### config.mk
export PLATFORM = sky130hd
export DESIGN_NAME = cca_ctrl
export DESIGN_NICKNAME = d
export VERILOG_FILES = /design/src/core/cca_pkg.sv /design/src/core/cca_ctrl.sv /design/src/core/cca_timebase.sv
export SDC_FILE = /design/constraint.sdc
export NUM_CORES = 1
export LEC_CHECK = 0
export ABC_CLOCK_PERIOD_IN_PS = 2820
export BUFFER_PORTS_ARGS = -buffer_cell sky130_fd_sc_hd__buf_2
export CELL_PAD_IN_SITES_DETAIL_PLACEMENT = 1
export CELL_PAD_IN_SITES_GLOBAL_PLACEMENT = 2
export CORE_MARGIN = 2
export CORE_UTILIZATION = 35
export DETAILED_ROUTE_END_ITERATION = 7
export PLACE_DENSITY_LB_ADDON = 0.05
export SYNTH_ARGS = -nofsm -noshare
export SYNTH_HDL_FRONTEND = slang
export SYNTH_SLANG_ARGS = --single-unit
### constraint.sdc
create_clock -name clk -period 2.82 [get_ports clk]
set_input_delay 0.423 -clock clk [delete_from_list [all_inputs] [get_ports clk]]
set_output_delay 0.423 -clock clk [all_outputs]
set_load 0.01 [all_outputs]
### src/core/cca_pkg.sv
// constants, field layouts and carrier types of the clock calendar alarm block
// assumes one 20 MHz clock and a classic wishbone register bus with 32-bit data
package cca_pkg;

  // ********************************************************************
  // timing
  // ********************************************************************
  localparam int unsigned CLK_HZ         = 20_000_000;
  localparam int unsigned XTAL_HZ        = 32_768;
  localparam int unsigned INTOSC_HZ      = 32_000;
  // running-status window: no oscillator edge for this long means stopped
  localparam int unsigned CLKON_WIN_NS   = 100_000;
  localparam int unsigned CLKON_WIN_CYC  = (CLKON_WIN_NS * (CLK_HZ / 1_000_000)) / 1_000;
  // prescaler ticks before rollover during which reads may ripple
  localparam int unsigned SYNC_TICKS     = 32;

  // ********************************************************************
  // register byte offsets
  // ********************************************************************
  localparam logic [7:0] OFS_CTRL  = 8'h00;
  localparam logic [7:0] OFS_ALRM  = 8'h04;
  localparam logic [7:0] OFS_ATIME = 8'h08;
  localparam logic [7:0] OFS_TIME  = 8'h0C;
  localparam logic [7:0] OFS_KEY   = 8'h10;

  // ********************************************************************
  // field positions
  // ********************************************************************
  localparam int CTRL_ON_BIT    = 15;
  localparam int CTRL_CSEL_LSB  = 9;
  localparam int CTRL_OSEL_LSB  = 7;
  localparam int CTRL_CLKON_BIT = 6;
  localparam int CTRL_WREN_BIT  = 3;
  localparam int CTRL_SYNC_BIT  = 2;
  localparam int CTRL_HALF_BIT  = 1;
  localparam int CTRL_OE_BIT    = 0;
  localparam int ALRM_EN_BIT    = 15;
  localparam int ALRM_CHIME_BIT = 14;
  localparam int ALRM_SYNC_BIT  = 12;
  localparam int TIME_LSB       = 8;

  // ********************************************************************
  // codes and reset values
  // ********************************************************************
  localparam logic [1:0] CSEL_INTOSC = 2'h0;
  localparam logic [1:0] CSEL_XTAL   = 2'h1;
  localparam logic [1:0] OSEL_ALARM  = 2'h0;
  localparam logic [1:0] OSEL_SEC    = 2'h1;
  localparam logic [1:0] OSEL_CLK    = 2'h2;
  localparam logic [7:0] RPT_RESET   = 8'h00;
  localparam logic [23:0] TIME_RESET = 24'h00_0000;
  // unlock key words: values are arbitrary
  localparam logic [31:0] UNLOCK_KEY1 = 32'h5A5A_0001;
  localparam logic [31:0] UNLOCK_KEY2 = 32'hA5A5_0002;

  typedef struct packed {
    logic       on;
    logic [1:0] clkSel;
    logic [1:0] outSel;
    logic       wrEn;
    logic       oe;
  } cca_ctrl_s;

  typedef struct packed {
    logic       en;
    logic       chime;
    logic [7:0] rpt;
  } cca_alarm_s;

  localparam cca_ctrl_s  CTRL_RESET  = '{on: 1'b0, clkSel: CSEL_INTOSC, outSel: OSEL_ALARM,
                                         wrEn: 1'b0, oe: 1'b0};
  localparam cca_alarm_s ALARM_RESET = '{en: 1'b0, chime: 1'b0, rpt: RPT_RESET};

  typedef enum logic [1:0] {UL_IDLE, UL_KEY1, UL_OPEN} cca_unlock_e;

endpackage : cca_pkg

### src/core/cca_ctrl.sv
// control, status and alarm logic of the clock calendar, wishbone slave
// assumes rst_n is the power-on reset and oscillator levels are synchronous to clk
module cca_ctrl #(
  parameter int unsigned XTAL_TICKS = cca_pkg::XTAL_HZ,
  parameter int unsigned INT_TICKS  = cca_pkg::INTOSC_HZ
) (
  input  wire logic        clk,
  input  wire logic        rst_n,
  input  wire logic        sysRst,
  input  wire logic        xtalOsc,
  input  wire logic        intOsc,
  input  wire logic        wb_cyc_i,
  input  wire logic        wb_stb_i,
  input  wire logic        wb_we_i,
  input  wire logic [7:0]  wb_adr_i,
  input  wire logic [3:0]  wb_sel_i,
  input  wire logic [31:0] wb_dat_i,
  output logic      [31:0] wb_dat_o,
  output logic             wb_ack_o,
  output logic             clockPin
);

  localparam int TW = 16;
  localparam int WW = 12;

  cca_pkg::cca_ctrl_s   ctrl;
  cca_pkg::cca_alarm_s  alarm;
  cca_pkg::cca_unlock_e unlockState;
  logic [23:0]          alarmTime;
  logic [31:0]          ctrlRd;
  logic [31:0]          alrmRd;
  logic [31:0]          rdData;
  logic [31:0]          wrMerged;
  logic                 access;
  logic                 wrStb;
  logic                 wrCtrl;
  logic                 wrAlrm;
  logic                 wrAtime;
  logic                 wrTime;
  logic                 wrKey;
  logic                 oscLvl;
  logic                 oscPrev;
  logic                 oscTick;
  logic [TW-1:0]        ticksPerSec;
  logic [2:0]           loadLane;
  logic [23:0]          timeVal;
  logic                 secPulse;
  logic                 half_second_status;
  logic                 ripple;
  logic                 secSeen;
  logic                 alarmEvt;
  logic                 clkOn;
  logic                 xtalPrev;
  logic [WW-1:0]        xtalIdle;
  logic                 alarmSync;

  // byte-lane merge of a write into the current register image
  function automatic logic [31:0] byteMerge(input logic [31:0] old, input logic [31:0] nw,
                                            input logic [3:0] sel);
    logic [31:0] r;
    r = old;
    for (int i = 0; i < 4; i++) begin
      if (sel[i]) begin
        r[i*8 +: 8] = nw[i*8 +: 8];
      end
    end
    return r;
  endfunction : byteMerge

  // ********************************************************************
  // bus slave
  // ********************************************************************
  assign access = wb_cyc_i && wb_stb_i && !wb_ack_o;
  assign wrStb  = access && wb_we_i;

  // one decode per register, shared by every process that reacts to a write
  assign wrCtrl  = wrStb && wb_adr_i == cca_pkg::OFS_CTRL;
  assign wrAlrm  = wrStb && wb_adr_i == cca_pkg::OFS_ALRM;
  assign wrAtime = wrStb && wb_adr_i == cca_pkg::OFS_ATIME;
  assign wrTime  = wrStb && wb_adr_i == cca_pkg::OFS_TIME;
  assign wrKey   = wrStb && wb_adr_i == cca_pkg::OFS_KEY;

  // single wait state: ack one cycle after the request, dropped the next
  always_ff @(posedge clk or negedge rst_n) begin
    if (!rst_n) begin
      wb_ack_o <= 1'b0;
    end else if (sysRst) begin
      wb_ack_o <= 1'b0;
    end else begin
      wb_ack_o <= access;
    end
  end

  // read data holds until the next read, so a late sample still sees it
  always_ff @(posedge clk or negedge rst_n) begin
    if (!rst_n) begin
      wb_dat_o <= 32'h0000_0000;
    end else if (access && !wb_we_i) begin
      wb_dat_o <= rdData;
    end
  end

  always_comb begin
    ctrlRd                                       = 32'h0000_0000;
    ctrlRd[cca_pkg::CTRL_ON_BIT]                 = ctrl.on;
    ctrlRd[cca_pkg::CTRL_CSEL_LSB +: 2]          = ctrl.clkSel;
    ctrlRd[cca_pkg::CTRL_OSEL_LSB +: 2]          = ctrl.outSel;
    ctrlRd[cca_pkg::CTRL_CLKON_BIT]              = clkOn;
    ctrlRd[cca_pkg::CTRL_WREN_BIT]               = ctrl.wrEn;
    ctrlRd[cca_pkg::CTRL_SYNC_BIT]               = ripple && ctrl.on;
    ctrlRd[cca_pkg::CTRL_HALF_BIT]               = half_second_status;
    ctrlRd[cca_pkg::CTRL_OE_BIT]                 = ctrl.oe;
  end

  always_comb begin
    alrmRd                                       = 32'h0000_0000;
    alrmRd[cca_pkg::ALRM_EN_BIT]                 = alarm.en;
    alrmRd[cca_pkg::ALRM_CHIME_BIT]              = alarm.chime;
    alrmRd[cca_pkg::ALRM_SYNC_BIT]               = alarmSync;
    alrmRd[7:0]                                  = alarm.rpt;
  end

  // unmapped offsets read zero and swallow writes
  always_comb begin
    unique case (wb_adr_i)
      cca_pkg::OFS_CTRL:  rdData = ctrlRd;
      cca_pkg::OFS_ALRM:  rdData = alrmRd;
      cca_pkg::OFS_ATIME: rdData = {alarmTime, 8'h00};
      cca_pkg::OFS_TIME:  rdData = {timeVal, 8'h00};
      default:            rdData = 32'h0000_0000;
    endcase
  end

  always_comb begin
    unique case (wb_adr_i)
      cca_pkg::OFS_CTRL: wrMerged = byteMerge(ctrlRd, wb_dat_i, wb_sel_i);
      cca_pkg::OFS_ALRM: wrMerged = byteMerge(alrmRd, wb_dat_i, wb_sel_i);
      default:           wrMerged = byteMerge({alarmTime, 8'h00}, wb_dat_i, wb_sel_i);
    endcase
  end

  // ********************************************************************
  // unlock sequence
  // ********************************************************************
  // two full-word keys back to back; any other key write starts over.
  // setting write enable consumes the unlock so a stray write cannot relock-open
  always_ff @(posedge clk or negedge rst_n) begin
    if (!rst_n) begin
      unlockState <= cca_pkg::UL_IDLE;
    end else if (sysRst) begin
      unlockState <= cca_pkg::UL_IDLE;
    end else if (wrKey) begin
      if (wb_sel_i == 4'hF && wb_dat_i == cca_pkg::UNLOCK_KEY1) begin
        unlockState <= cca_pkg::UL_KEY1;
      end else if (wb_sel_i == 4'hF && wb_dat_i == cca_pkg::UNLOCK_KEY2
                   && unlockState == cca_pkg::UL_KEY1) begin
        unlockState <= cca_pkg::UL_OPEN;
      end else begin
        unlockState <= cca_pkg::UL_IDLE;
      end
    end else if (wrCtrl && wrMerged[cca_pkg::CTRL_WREN_BIT]
                 && !ctrl.wrEn) begin
      unlockState <= cca_pkg::UL_IDLE;
    end
  end

  // ********************************************************************
  // control register
  // ********************************************************************
  // sysRst is a non-power-on reset: it never touches this state
  always_ff @(posedge clk or negedge rst_n) begin
    if (!rst_n) begin
      ctrl <= cca_pkg::CTRL_RESET;
    end else if (wrCtrl) begin
      ctrl.clkSel <= wrMerged[cca_pkg::CTRL_CSEL_LSB +: 2];
      ctrl.outSel <= wrMerged[cca_pkg::CTRL_OSEL_LSB +: 2];
      ctrl.oe     <= wrMerged[cca_pkg::CTRL_OE_BIT];
      if (!wrMerged[cca_pkg::CTRL_WREN_BIT]) begin
        ctrl.wrEn <= 1'b0;
      end else if (unlockState == cca_pkg::UL_OPEN) begin
        ctrl.wrEn <= 1'b1;
      end
      if (ctrl.wrEn) begin
        ctrl.on <= wrMerged[cca_pkg::CTRL_ON_BIT];
      end
    end
  end

  // ********************************************************************
  // timekeeping source and time value
  // ********************************************************************
  // reserved source codes leave the prescaler without ticks
  always_comb begin
    unique case (ctrl.clkSel)
      cca_pkg::CSEL_XTAL:   oscLvl = xtalOsc;
      cca_pkg::CSEL_INTOSC: oscLvl = intOsc;
      default:              oscLvl = 1'b0;
    endcase
  end

  // prescaler length of the chosen source; reserved codes reuse the internal count
  function automatic logic [TW-1:0] secTicks(input logic [1:0] sel);
    if (sel == cca_pkg::CSEL_XTAL) begin
      return TW'(XTAL_TICKS);
    end else begin
      return TW'(INT_TICKS);
    end
  endfunction : secTicks

  assign ticksPerSec = secTicks(ctrl.clkSel);
  // ticks only while on, so a switched-off module keeps its time frozen
  assign oscTick     = oscLvl && !oscPrev && ctrl.on;

  always_ff @(posedge clk or negedge rst_n) begin
    if (!rst_n) begin
      oscPrev <= 1'b0;
    end else begin
      oscPrev <= oscLvl;
    end
  end

  // locked writes to the time register are dropped outright
  assign loadLane = (wrTime && ctrl.wrEn)
                    ? wb_sel_i[3:1] : 3'b000;

  cca_timebase #(
    .TW (TW)
  ) u_timebase (
    .clk         (clk),
    .rst_n       (rst_n),
    .tick        (oscTick),
    .ticksPerSec (ticksPerSec),
    .loadLane    (loadLane),
    .loadVal     (wb_dat_i[31:cca_pkg::TIME_LSB]),
    .timeVal     (timeVal),
    .secPulse    (secPulse),
    .half_second_status     (half_second_status),
    .ripple      (ripple)
  );

  // ********************************************************************
  // clock running status
  // ********************************************************************
  // watchdog on crystal edges; meaningless with the internal source
  // a long window tolerates a slow crystal but reports a stop late
  always_ff @(posedge clk or negedge rst_n) begin
    if (!rst_n) begin
      xtalPrev <= 1'b0;
      xtalIdle <= WW'(cca_pkg::CLKON_WIN_CYC);
      clkOn    <= 1'b0;
    end else begin
      xtalPrev <= xtalOsc;
      if (xtalOsc != xtalPrev) begin
        xtalIdle <= '0;
      end else if (xtalIdle != WW'(cca_pkg::CLKON_WIN_CYC)) begin
        xtalIdle <= xtalIdle + WW'(1);
      end
      clkOn <= ctrl.on && ctrl.clkSel == cca_pkg::CSEL_XTAL
               && xtalIdle != WW'(cca_pkg::CLKON_WIN_CYC);
    end
  end

  // ********************************************************************
  // alarm
  // ********************************************************************
  // compare one cycle after the second ticks so the new time is settled
  always_ff @(posedge clk or negedge rst_n) begin
    if (!rst_n) begin
      secSeen  <= 1'b0;
      alarmEvt <= 1'b0;
    end else begin
      secSeen  <= secPulse;
      alarmEvt <= secSeen && alarm.en && ctrl.on && timeVal == alarmTime;
    end
  end

  // warns software off the repeat count while a rollover may land
  assign alarmSync = alarm.en && ctrl.on && ripple;

  always_ff @(posedge clk or negedge rst_n) begin
    if (!rst_n) begin
      alarmTime <= cca_pkg::TIME_RESET;
    end else if (wrAtime) begin
      alarmTime <= wrMerged[31:cca_pkg::TIME_LSB];
    end
  end

  // event handling follows the bus write so hardware wins a same-cycle clash
  always_ff @(posedge clk or negedge rst_n) begin
    if (!rst_n) begin
      alarm <= cca_pkg::ALARM_RESET;
    end else begin
      if (wrAlrm) begin
        alarm.en    <= wrMerged[cca_pkg::ALRM_EN_BIT];
        alarm.chime <= wrMerged[cca_pkg::ALRM_CHIME_BIT];
        alarm.rpt   <= wrMerged[7:0];
      end
      if (alarmEvt) begin
        if (alarm.rpt == 8'h00 && !alarm.chime) begin
          alarm.en <= 1'b0;
        end else begin
          alarm.rpt <= alarm.rpt - 8'h01;
        end
      end
    end
  end

  // ********************************************************************
  // clock output pin
  // ********************************************************************
  // registered so the pin never glitches while the select changes
  always_ff @(posedge clk or negedge rst_n) begin
    if (!rst_n) begin
      clockPin <= 1'b0;
    end else if (!ctrl.oe) begin
      clockPin <= 1'b0;
    end else begin
      unique case (ctrl.outSel)
        cca_pkg::OSEL_CLK:   clockPin <= oscLvl;
        cca_pkg::OSEL_SEC:   clockPin <= half_second_status;
        cca_pkg::OSEL_ALARM: clockPin <= alarmEvt;
        default:             clockPin <= 1'b0;
      endcase
    end
  end

endmodule : cca_ctrl

### src/core/cca_timebase.sv
// prescaler and bcd hours/minutes/seconds counter of the clock calendar
// assumes tick is a one-cycle pulse per oscillator period, synchronous to clk
module cca_timebase #(
  parameter int TW = 16
) (
  input  wire logic          clk,
  input  wire logic          rst_n,
  input  wire logic          tick,
  input  wire logic [TW-1:0] ticksPerSec,
  input  wire logic [2:0]    loadLane,
  input  wire logic [23:0]   loadVal,
  output logic      [23:0]   timeVal,
  output logic               secPulse,
  output logic               half_second_status,
  output logic               ripple
);

  logic [TW-1:0] preCnt;
  logic          wrapNow;

  // one step of a two-digit bcd value; bit 8 flags the wrap to zero
  function automatic logic [8:0] bcdStep(input logic [7:0] v, input logic [7:0] last);
    if (v == last) begin
      return 9'h100;
    end else if (v[3:0] == 4'h9) begin
      return {1'b0, v[7:4] + 4'h1, 4'h0};
    end else begin
      return {1'b0, v[7:4], v[3:0] + 4'h1};
    end
  endfunction : bcdStep

  assign wrapNow  = tick && (preCnt == ticksPerSec - TW'(1));
  assign half_second_status  = preCnt >= (ticksPerSec >> 1);
  assign ripple   = preCnt >= ticksPerSec - TW'(cca_pkg::SYNC_TICKS);

  // ********************************************************************
  // prescaler
  // ********************************************************************
  // writing seconds restarts the second, so the prescaler starts clean
  always_ff @(posedge clk or negedge rst_n) begin
    if (!rst_n) begin
      preCnt <= '0;
    end else if (loadLane[0]) begin
      preCnt <= '0;
    end else if (wrapNow) begin
      preCnt <= '0;
    end else if (tick) begin
      preCnt <= preCnt + TW'(1);
    end
  end

  always_ff @(posedge clk or negedge rst_n) begin
    if (!rst_n) begin
      secPulse <= 1'b0;
    end else begin
      secPulse <= wrapNow && !loadLane[0];
    end
  end

  // ********************************************************************
  // bcd time counter
  // ********************************************************************
  always_ff @(posedge clk or negedge rst_n) begin
    logic [8:0] s;
    logic [8:0] m;
    logic [8:0] h;
    if (!rst_n) begin
      timeVal <= cca_pkg::TIME_RESET;
    end else begin
      s = bcdStep(timeVal[7:0], 8'h59);
      m = bcdStep(timeVal[15:8], 8'h59);
      h = bcdStep(timeVal[23:16], 8'h23);
      if (wrapNow) begin
        timeVal[7:0] <= s[7:0];
        if (s[8]) begin
          timeVal[15:8] <= m[7:0];
          if (m[8]) begin
            timeVal[23:16] <= h[7:0];
          end
        end
      end
      if (loadLane[0]) begin
        timeVal[7:0] <= loadVal[7:0];
      end
      if (loadLane[1]) begin
        timeVal[15:8] <= loadVal[15:8];
      end
      if (loadLane[2]) begin
        timeVal[23:16] <= loadVal[23:16];
      end
    end
  end

endmodule : cca_timebase

# After elaboration in Yosys (flattened, before gate mapping)
# Index checks and enable logic that the tools add are counted.
# word_totals
ff_bits	135
out_inout_bits	34
# op_classes
addsub	11
order_cmp	2
n_eq_ne	23
mux	47
reduce_logical	63
# ops
operator	n
two-way mux 8 bit	20
case mux 32 bit (4 select lines)	1
two-way mux 16 bit	5
case mux 32 bit (2 select lines)	1
== test 32 x 31 -> 1 bit, second input constant	1
== test 32 bit, second input constant	1
logical AND 1 bit	28
adder 4 x 1 -> 4 bit, second input constant	6
== test 24 bit	1
two-way mux 12 bit	2
two-way mux 24 bit	1
nonzero test 3 bit	8
two-way mux 9 bit	2
adder 16 x 1 -> 16 bit, second input constant	1
== test 16 bit	1
== test 4 bit, second input constant	4
== test 8 x 4 -> 1 bit, second input constant	2
== test 8 x 7 -> 1 bit, second input constant	2
>= comparator 16 x 15 -> 1 bit	1
>= comparator 16 bit	1
logical NOT 8 bit	2
subtractor 16 x 1 -> 16 bit, second input constant	1
subtractor 16 x 6 -> 16 bit, second input constant	1
AND reduction 2 bit	7
21 further kinds	46

# Depth between registers and ports, before layout
# logic_depth
word_depth	12
mapped_depth	8
depth_no_buf	7

# Hierarchy
# A second synthesis with hierarchy kept.
# unflattened
cells_unflattened	960
hier_area_um2	8899.8
# modules_own_cells
mod	n_inst	cells_each	area_per_inst_um2	seq_area_each_um2
cca_ctrl	1	501	4989.8	2359.8
cca_timebase	1	459	3910.0	1026.0

# Least setup slack after synthesis
# Ideal clock, no wire load.
# synth_timing
kind	register to register
startpoint	register ctrl[5] in the netlist's numbering
endpoint	register u_timebase.timeVal[10]
t_arrival_ps	2337
setup_slack_ps	402
path_stages_with_launch	8
period_less_slack_ps	2418
path_cell_list	dfrtp_1 -> nand2b_1 -> ha_1 -> nand3b_1 -> nor4_2 -> nand3_1 -> or4_1 -> a31oi_1
# synth_via
elab_chain_cells	7
# synth_rtl
item	line_no	text
start, declared	cca_ctrl.sv:26	cca_pkg::cca_ctrl_s ctrl;
start signal, assigned	cca_ctrl.sv:173	ctrl <= cca_pkg::CTRL_RESET;
== test 2 x 1 -> 1 bit / logical NOT 2 bit (equally long branches)	cca_ctrl.sv:194, cca_ctrl.sv:203	
two-way mux 16 bit / case mux 1 bit (2 select lines) (equally long branches)	cca_ctrl.sv:203, cca_ctrl.sv:194	
subtractor 16 x 1 -> 16 bit / logical AND 1 bit (equally long branches)	cca_timebase.sv:32, cca_ctrl.sv:212	
== test 16 bit / logical AND 1 bit (equally long branches)	cca_timebase.sv:32, cca_ctrl.sv:212	
logical AND 1 bit *	cca_timebase.sv:32	assign wrapNow = tick && (preCnt == ticksPerSec - TW'(1));
nonzero test 2 bit (no source line) *	--	
AND reduction 2 bit (no source line) *	--	
end signal, assigned	cca_timebase.sv:68	timeVal <= cca_pkg::TIME_RESET;
end signal, assigned	cca_timebase.sv:76	timeVal[15:8] <= m[7:0];
end signal, assigned	cca_timebase.sv:86	timeVal[15:8] <= loadVal[15:8];
end, declared	cca_timebase.sv:12	output logic [23:0] timeVal,
# Every way passes the cells marked *; elsewhere a longest branch is shown, timed or not.
# A chain may end at the register's enable or synchronous reset.

# Worst setup path in the final report
# layout_timing
startpoint	register u_timebase.timeVal[1]
endpoint	register u_timebase.timeVal[18]
# layout_via
elab_chain_cells	4
# layout_rtl
item	line_no	text
start signal, assigned	cca_timebase.sv:68	
start signal, assigned	cca_timebase.sv:74	timeVal[7:0] <= s[7:0];
start signal, assigned	cca_timebase.sv:83	timeVal[7:0] <= loadVal[7:0];
== test 8 x 7 -> 1 bit	cca_timebase.sv:23	if (v == last) begin
two-way mux 9 bit	cca_timebase.sv:23	
nonzero test 2 bit (no source line)	--	
AND reduction 3 bit (no source line)	--	
# Every way passes these cells.

==> results.sh <==
export IMPL_finalCriticalPeriod_ns=2.59
export IMPL_hold_path_class="in2reg"
export IMPL_cp_data_arrival_time_ns=2.94
export IMPL_drcViolationCount=0
export IMPL_hold_buffers=1
export IMPL_drtAntennaViolNets=0
export IMPL_p_switching_mw=1.14
export IMPL_ys_warn_count=0
export IMPL_finalNonFillerCells=1186
export IMPL_ir_drop_v=0.000359
export IMPL_fp_dieH_um=151
export IMPL_worstSetupEndpointType="flop"
export IMPL_slew_viol_final=0
export IMPL_setup_violations_final=0
export IMPL_first_global_vias=6927
export IMPL_placed_cells=1153
export IMPL_tritoncts="built"
export IMPL_final_util_pct=42.8
export IMPL_num_rows=53
export IMPL_num_fill_cells=2473
export IMPL_comb_power_share_pct=5.9
export IMPL_cts_root_buffer="clkbuf_16"
export IMPL_worstSetupPathType="reg2reg"
export IMPL_grt_first_pass_wirelength_um=39900
export IMPL_yosysSeqAreaShare_pct=44.5
export IMPL_cts_sinks=135
export IMPL_antenna_cells=0
export IMPL_port_buffers=85
export IMPL_critPathRequiredTime_ns=3.17
export IMPL_finalHoldViolCount=0
export IMPL_clock_latency_ns=0.43
export IMPL_max_freq_mhz=386
export IMPL_wl_per_cell_um=21.2
export IMPL_pwr_share_seq_pct=43.1
export IMPL_synth_area_per_cell_um2=9.44
export IMPL_power_clock_fraction_pct=51.0
export IMPL_critPathLaunchType="flop"
export IMPL_syn_to_final_growth_pct=19.1
export IMPL_synth_main_ff_cell="dfrtp_1"
export IMPL_finalNetCount=971
export IMPL_grt_ovfl_total=0
export IMPL_maxCapViolations=0
export IMPL_vias=6674
export IMPL_core_um2=21200
export IMPL_p_int_mw=3.47
export IMPL_synth_edff_count=0
export IMPL_fin_skew_ns=0.00889
export IMPL_cp_max_fo=11
export IMPL_syn_area_um2=7600
export IMPL_dieArea_um2=22900
export IMPL_dp_hpwl_um=18700
export IMPL_numCtsBuffers=17
export IMPL_status="finished, final reports clean"
export IMPL_grt_max_degree=47
export IMPL_tightest_slew_ns=0.927
export IMPL_ys_seq_elements=135
export IMPL_drtPass1Iterations=4
export IMPL_setup_tns_ns=0
export IMPL_timing_final_ws_setup_ns=0.227
export IMPL_synthesis_nets=879
export IMPL_maxSlewHeadroom_pct=38.2
export IMPL_routed_wl_um=25200
export IMPL_via_per_inst=5.63
export IMPL_grt_setup_unrepaired="no"
export IMPL_die_w_um=151
export IMPL_drt_iter0_drc=357
export IMPL_synth_distinct_cells=70
export IMPL_dpl_worst_slack_ns=0.216
export IMPL_clock_path_buffers=2
export IMPL_p_leak_nw=4.01
export IMPL_async_reset_ff_share_pct=100
export IMPL_synthCells=806
export IMPL_start_util_pct=35.9
export IMPL_postCtsResizedCells=0
export IMPL_fin_crit_sh_pct=92.0
export IMPL_antenna_found_initial=0
export IMPL_netSwitchingFraction_pct=24.7
export IMPL_grt_usage_pct=23.1
export IMPL_finalWeightedCongestion=0.836
export IMPL_htree_levels=4
export IMPL_layout_drive_gt1_share_pct=20.5
export IMPL_postCtsSetupBuffers=0
export IMPL_cts_clk_slew_worst_paths_ns=0.06
export IMPL_power_density_nw_per_um2=509
export IMPL_ios=86
[cells in the final DEF, fill, tap and decap left out, types with 5 or more instances in the layout]
cell and count:
o31ai_1 13, clkbuf_16 17, o21ai_0 52, mux2i_1 19
mux2_2 21, a31oi_1 15, or3_1 15, buf_4 24
nor3_1 15, nor2b_1 10, nand3_1 30, a211oi_1 7
xnor2_1 21, a21oi_1 21, and3_1 6, nor2_1 84
nand2b_1 7, a22oi_1 21, nand4_1 19, nand2_1 79
xor2_1 27, dfstp_2 6, buf_2 84, dfrtp_1 129
inv_1 24, nand3b_1 5, ha_1 21, nor4_1 15
[final cells by class]
type	count	area (um^2)	area share (%)
multi-input combinational	609	3990	44.0
sequential	135	3390	37.4
timing repair buffer	111	642	7.09
clock buffer	19	443	4.89
tap	275	344	3.80
clock inverter	13	168	1.85
inverter	24	90.1	0.995
[routing by layer]
layer	up-vias	global-route usage, %	share of wire, %
met3	18	3.16	3.5
met2	126	37.2	46
met4	0	5.51	0.95
li1	3132	-	-
met1	3398	32.8	49
met5	-	0	0
[flip-flops by register name, summed over array words and instances (netlist names)]
signal and flops:
xtalPrev 1, clkOn 1, unlockState 2, alarmEvt 1, secSeen 1, wb_dat_o 32, u_timebase.timeVal 24, xtalIdle 12
oscPrev 1, alarmTime 24, wb_ack_o 1, u_timebase.preCnt 16, alarm 10, ctrl 7, u_timebase.secPulse 1, clockPin 1
[through the flow]
step	total power, mW	area (um^2)	hold WS [ns]
floorplan	2.13	7600	0.127
global placement	2.29	8440	0.338
detailed placement	2.30	8440	0.366
CTS	4.67	9060	0.139
global route	4.79	9060	0.142
finish	4.61	9060	0.154
[cells by family after synthesis]
group | share of synthesized area (%)
buf+inv | 3.24
compound gates | 15.0
mux | 5.61
simple gates | 22.7
flops | 44.5
xor+xnor | 5.53
fa+ha+maj | 3.46
[power groups by stage]
stage	combinational (mW)	clock, mW	sequential [mW]
final	0.270	2.35	1.99
after global routing	0.298	2.49	1.99
after CTS	0.274	2.41	1.99
after detailed placement	0.271	0	2.03
after global placement	0.264	0	2.02
after floorplan	0.113	0	2.02
[worst paths after layout]
check,start,endpoint,slack (ns),cells past startpoint
min in group asynchronous,rst_n,u_timebase.timeVal[23],0.51,2
worst max-delay path,u_timebase.timeVal[1],u_timebase.timeVal[18],0.23,8
worst max register to register,u_timebase.timeVal[1],u_timebase.timeVal[18],0.23,8
worst min-delay path,xtalOsc,xtalPrev,0.15,1
max in group asynchronous,rst_n,xtalIdle[7],1.53,3
worst min register to register,u_timebase.secPulse,secSeen,0.38,0
[worst max-delay path, stage by stage, from the launching register on]
cell      delay, ns
dfrtp_1        0.47
inv_1          0.09
ha_1           0.16
nand3b_1       0.16
nor4bb_1       0.65
nand3_1        0.16
buf_4          0.20
or4_1          0.46
a31oi_1        0.17
[synthesized netlist by cell type (all sizes together) (4+ instances only)]
cell	number	area, um^2
nor3	17	90.1
nand3b	5	37.5
or3	15	93.8
a31oi	15	93.8
mux2	21	236
nor4b	4	35.0
nor2	84	315
nand4b	4	35.0
dfstp	6	158
or2	5	31.3
and3	6	37.5
and2	5	31.3
or4	6	52.6
buf	9	47.5
ha	21	263
a21oi	21	105
a211oi	7	52.6
dfrtp	129	3230
inv	24	90.1
a22oi	21	158
o31ai	13	97.6
nor2b	10	62.6
clkbuf	29	109
o21ai	52	260
nand3	30	150
xor2	27	236
and3b	4	35.0
nand2	81	309
nand4	19	119
and4	4	35.0
mux2i	19	190
xnor2	21	184
a2111oi	4	78.8
nor4	16	106
nand2b	7	43.8
No activity file was read; power rests on OpenSTA's default activity.
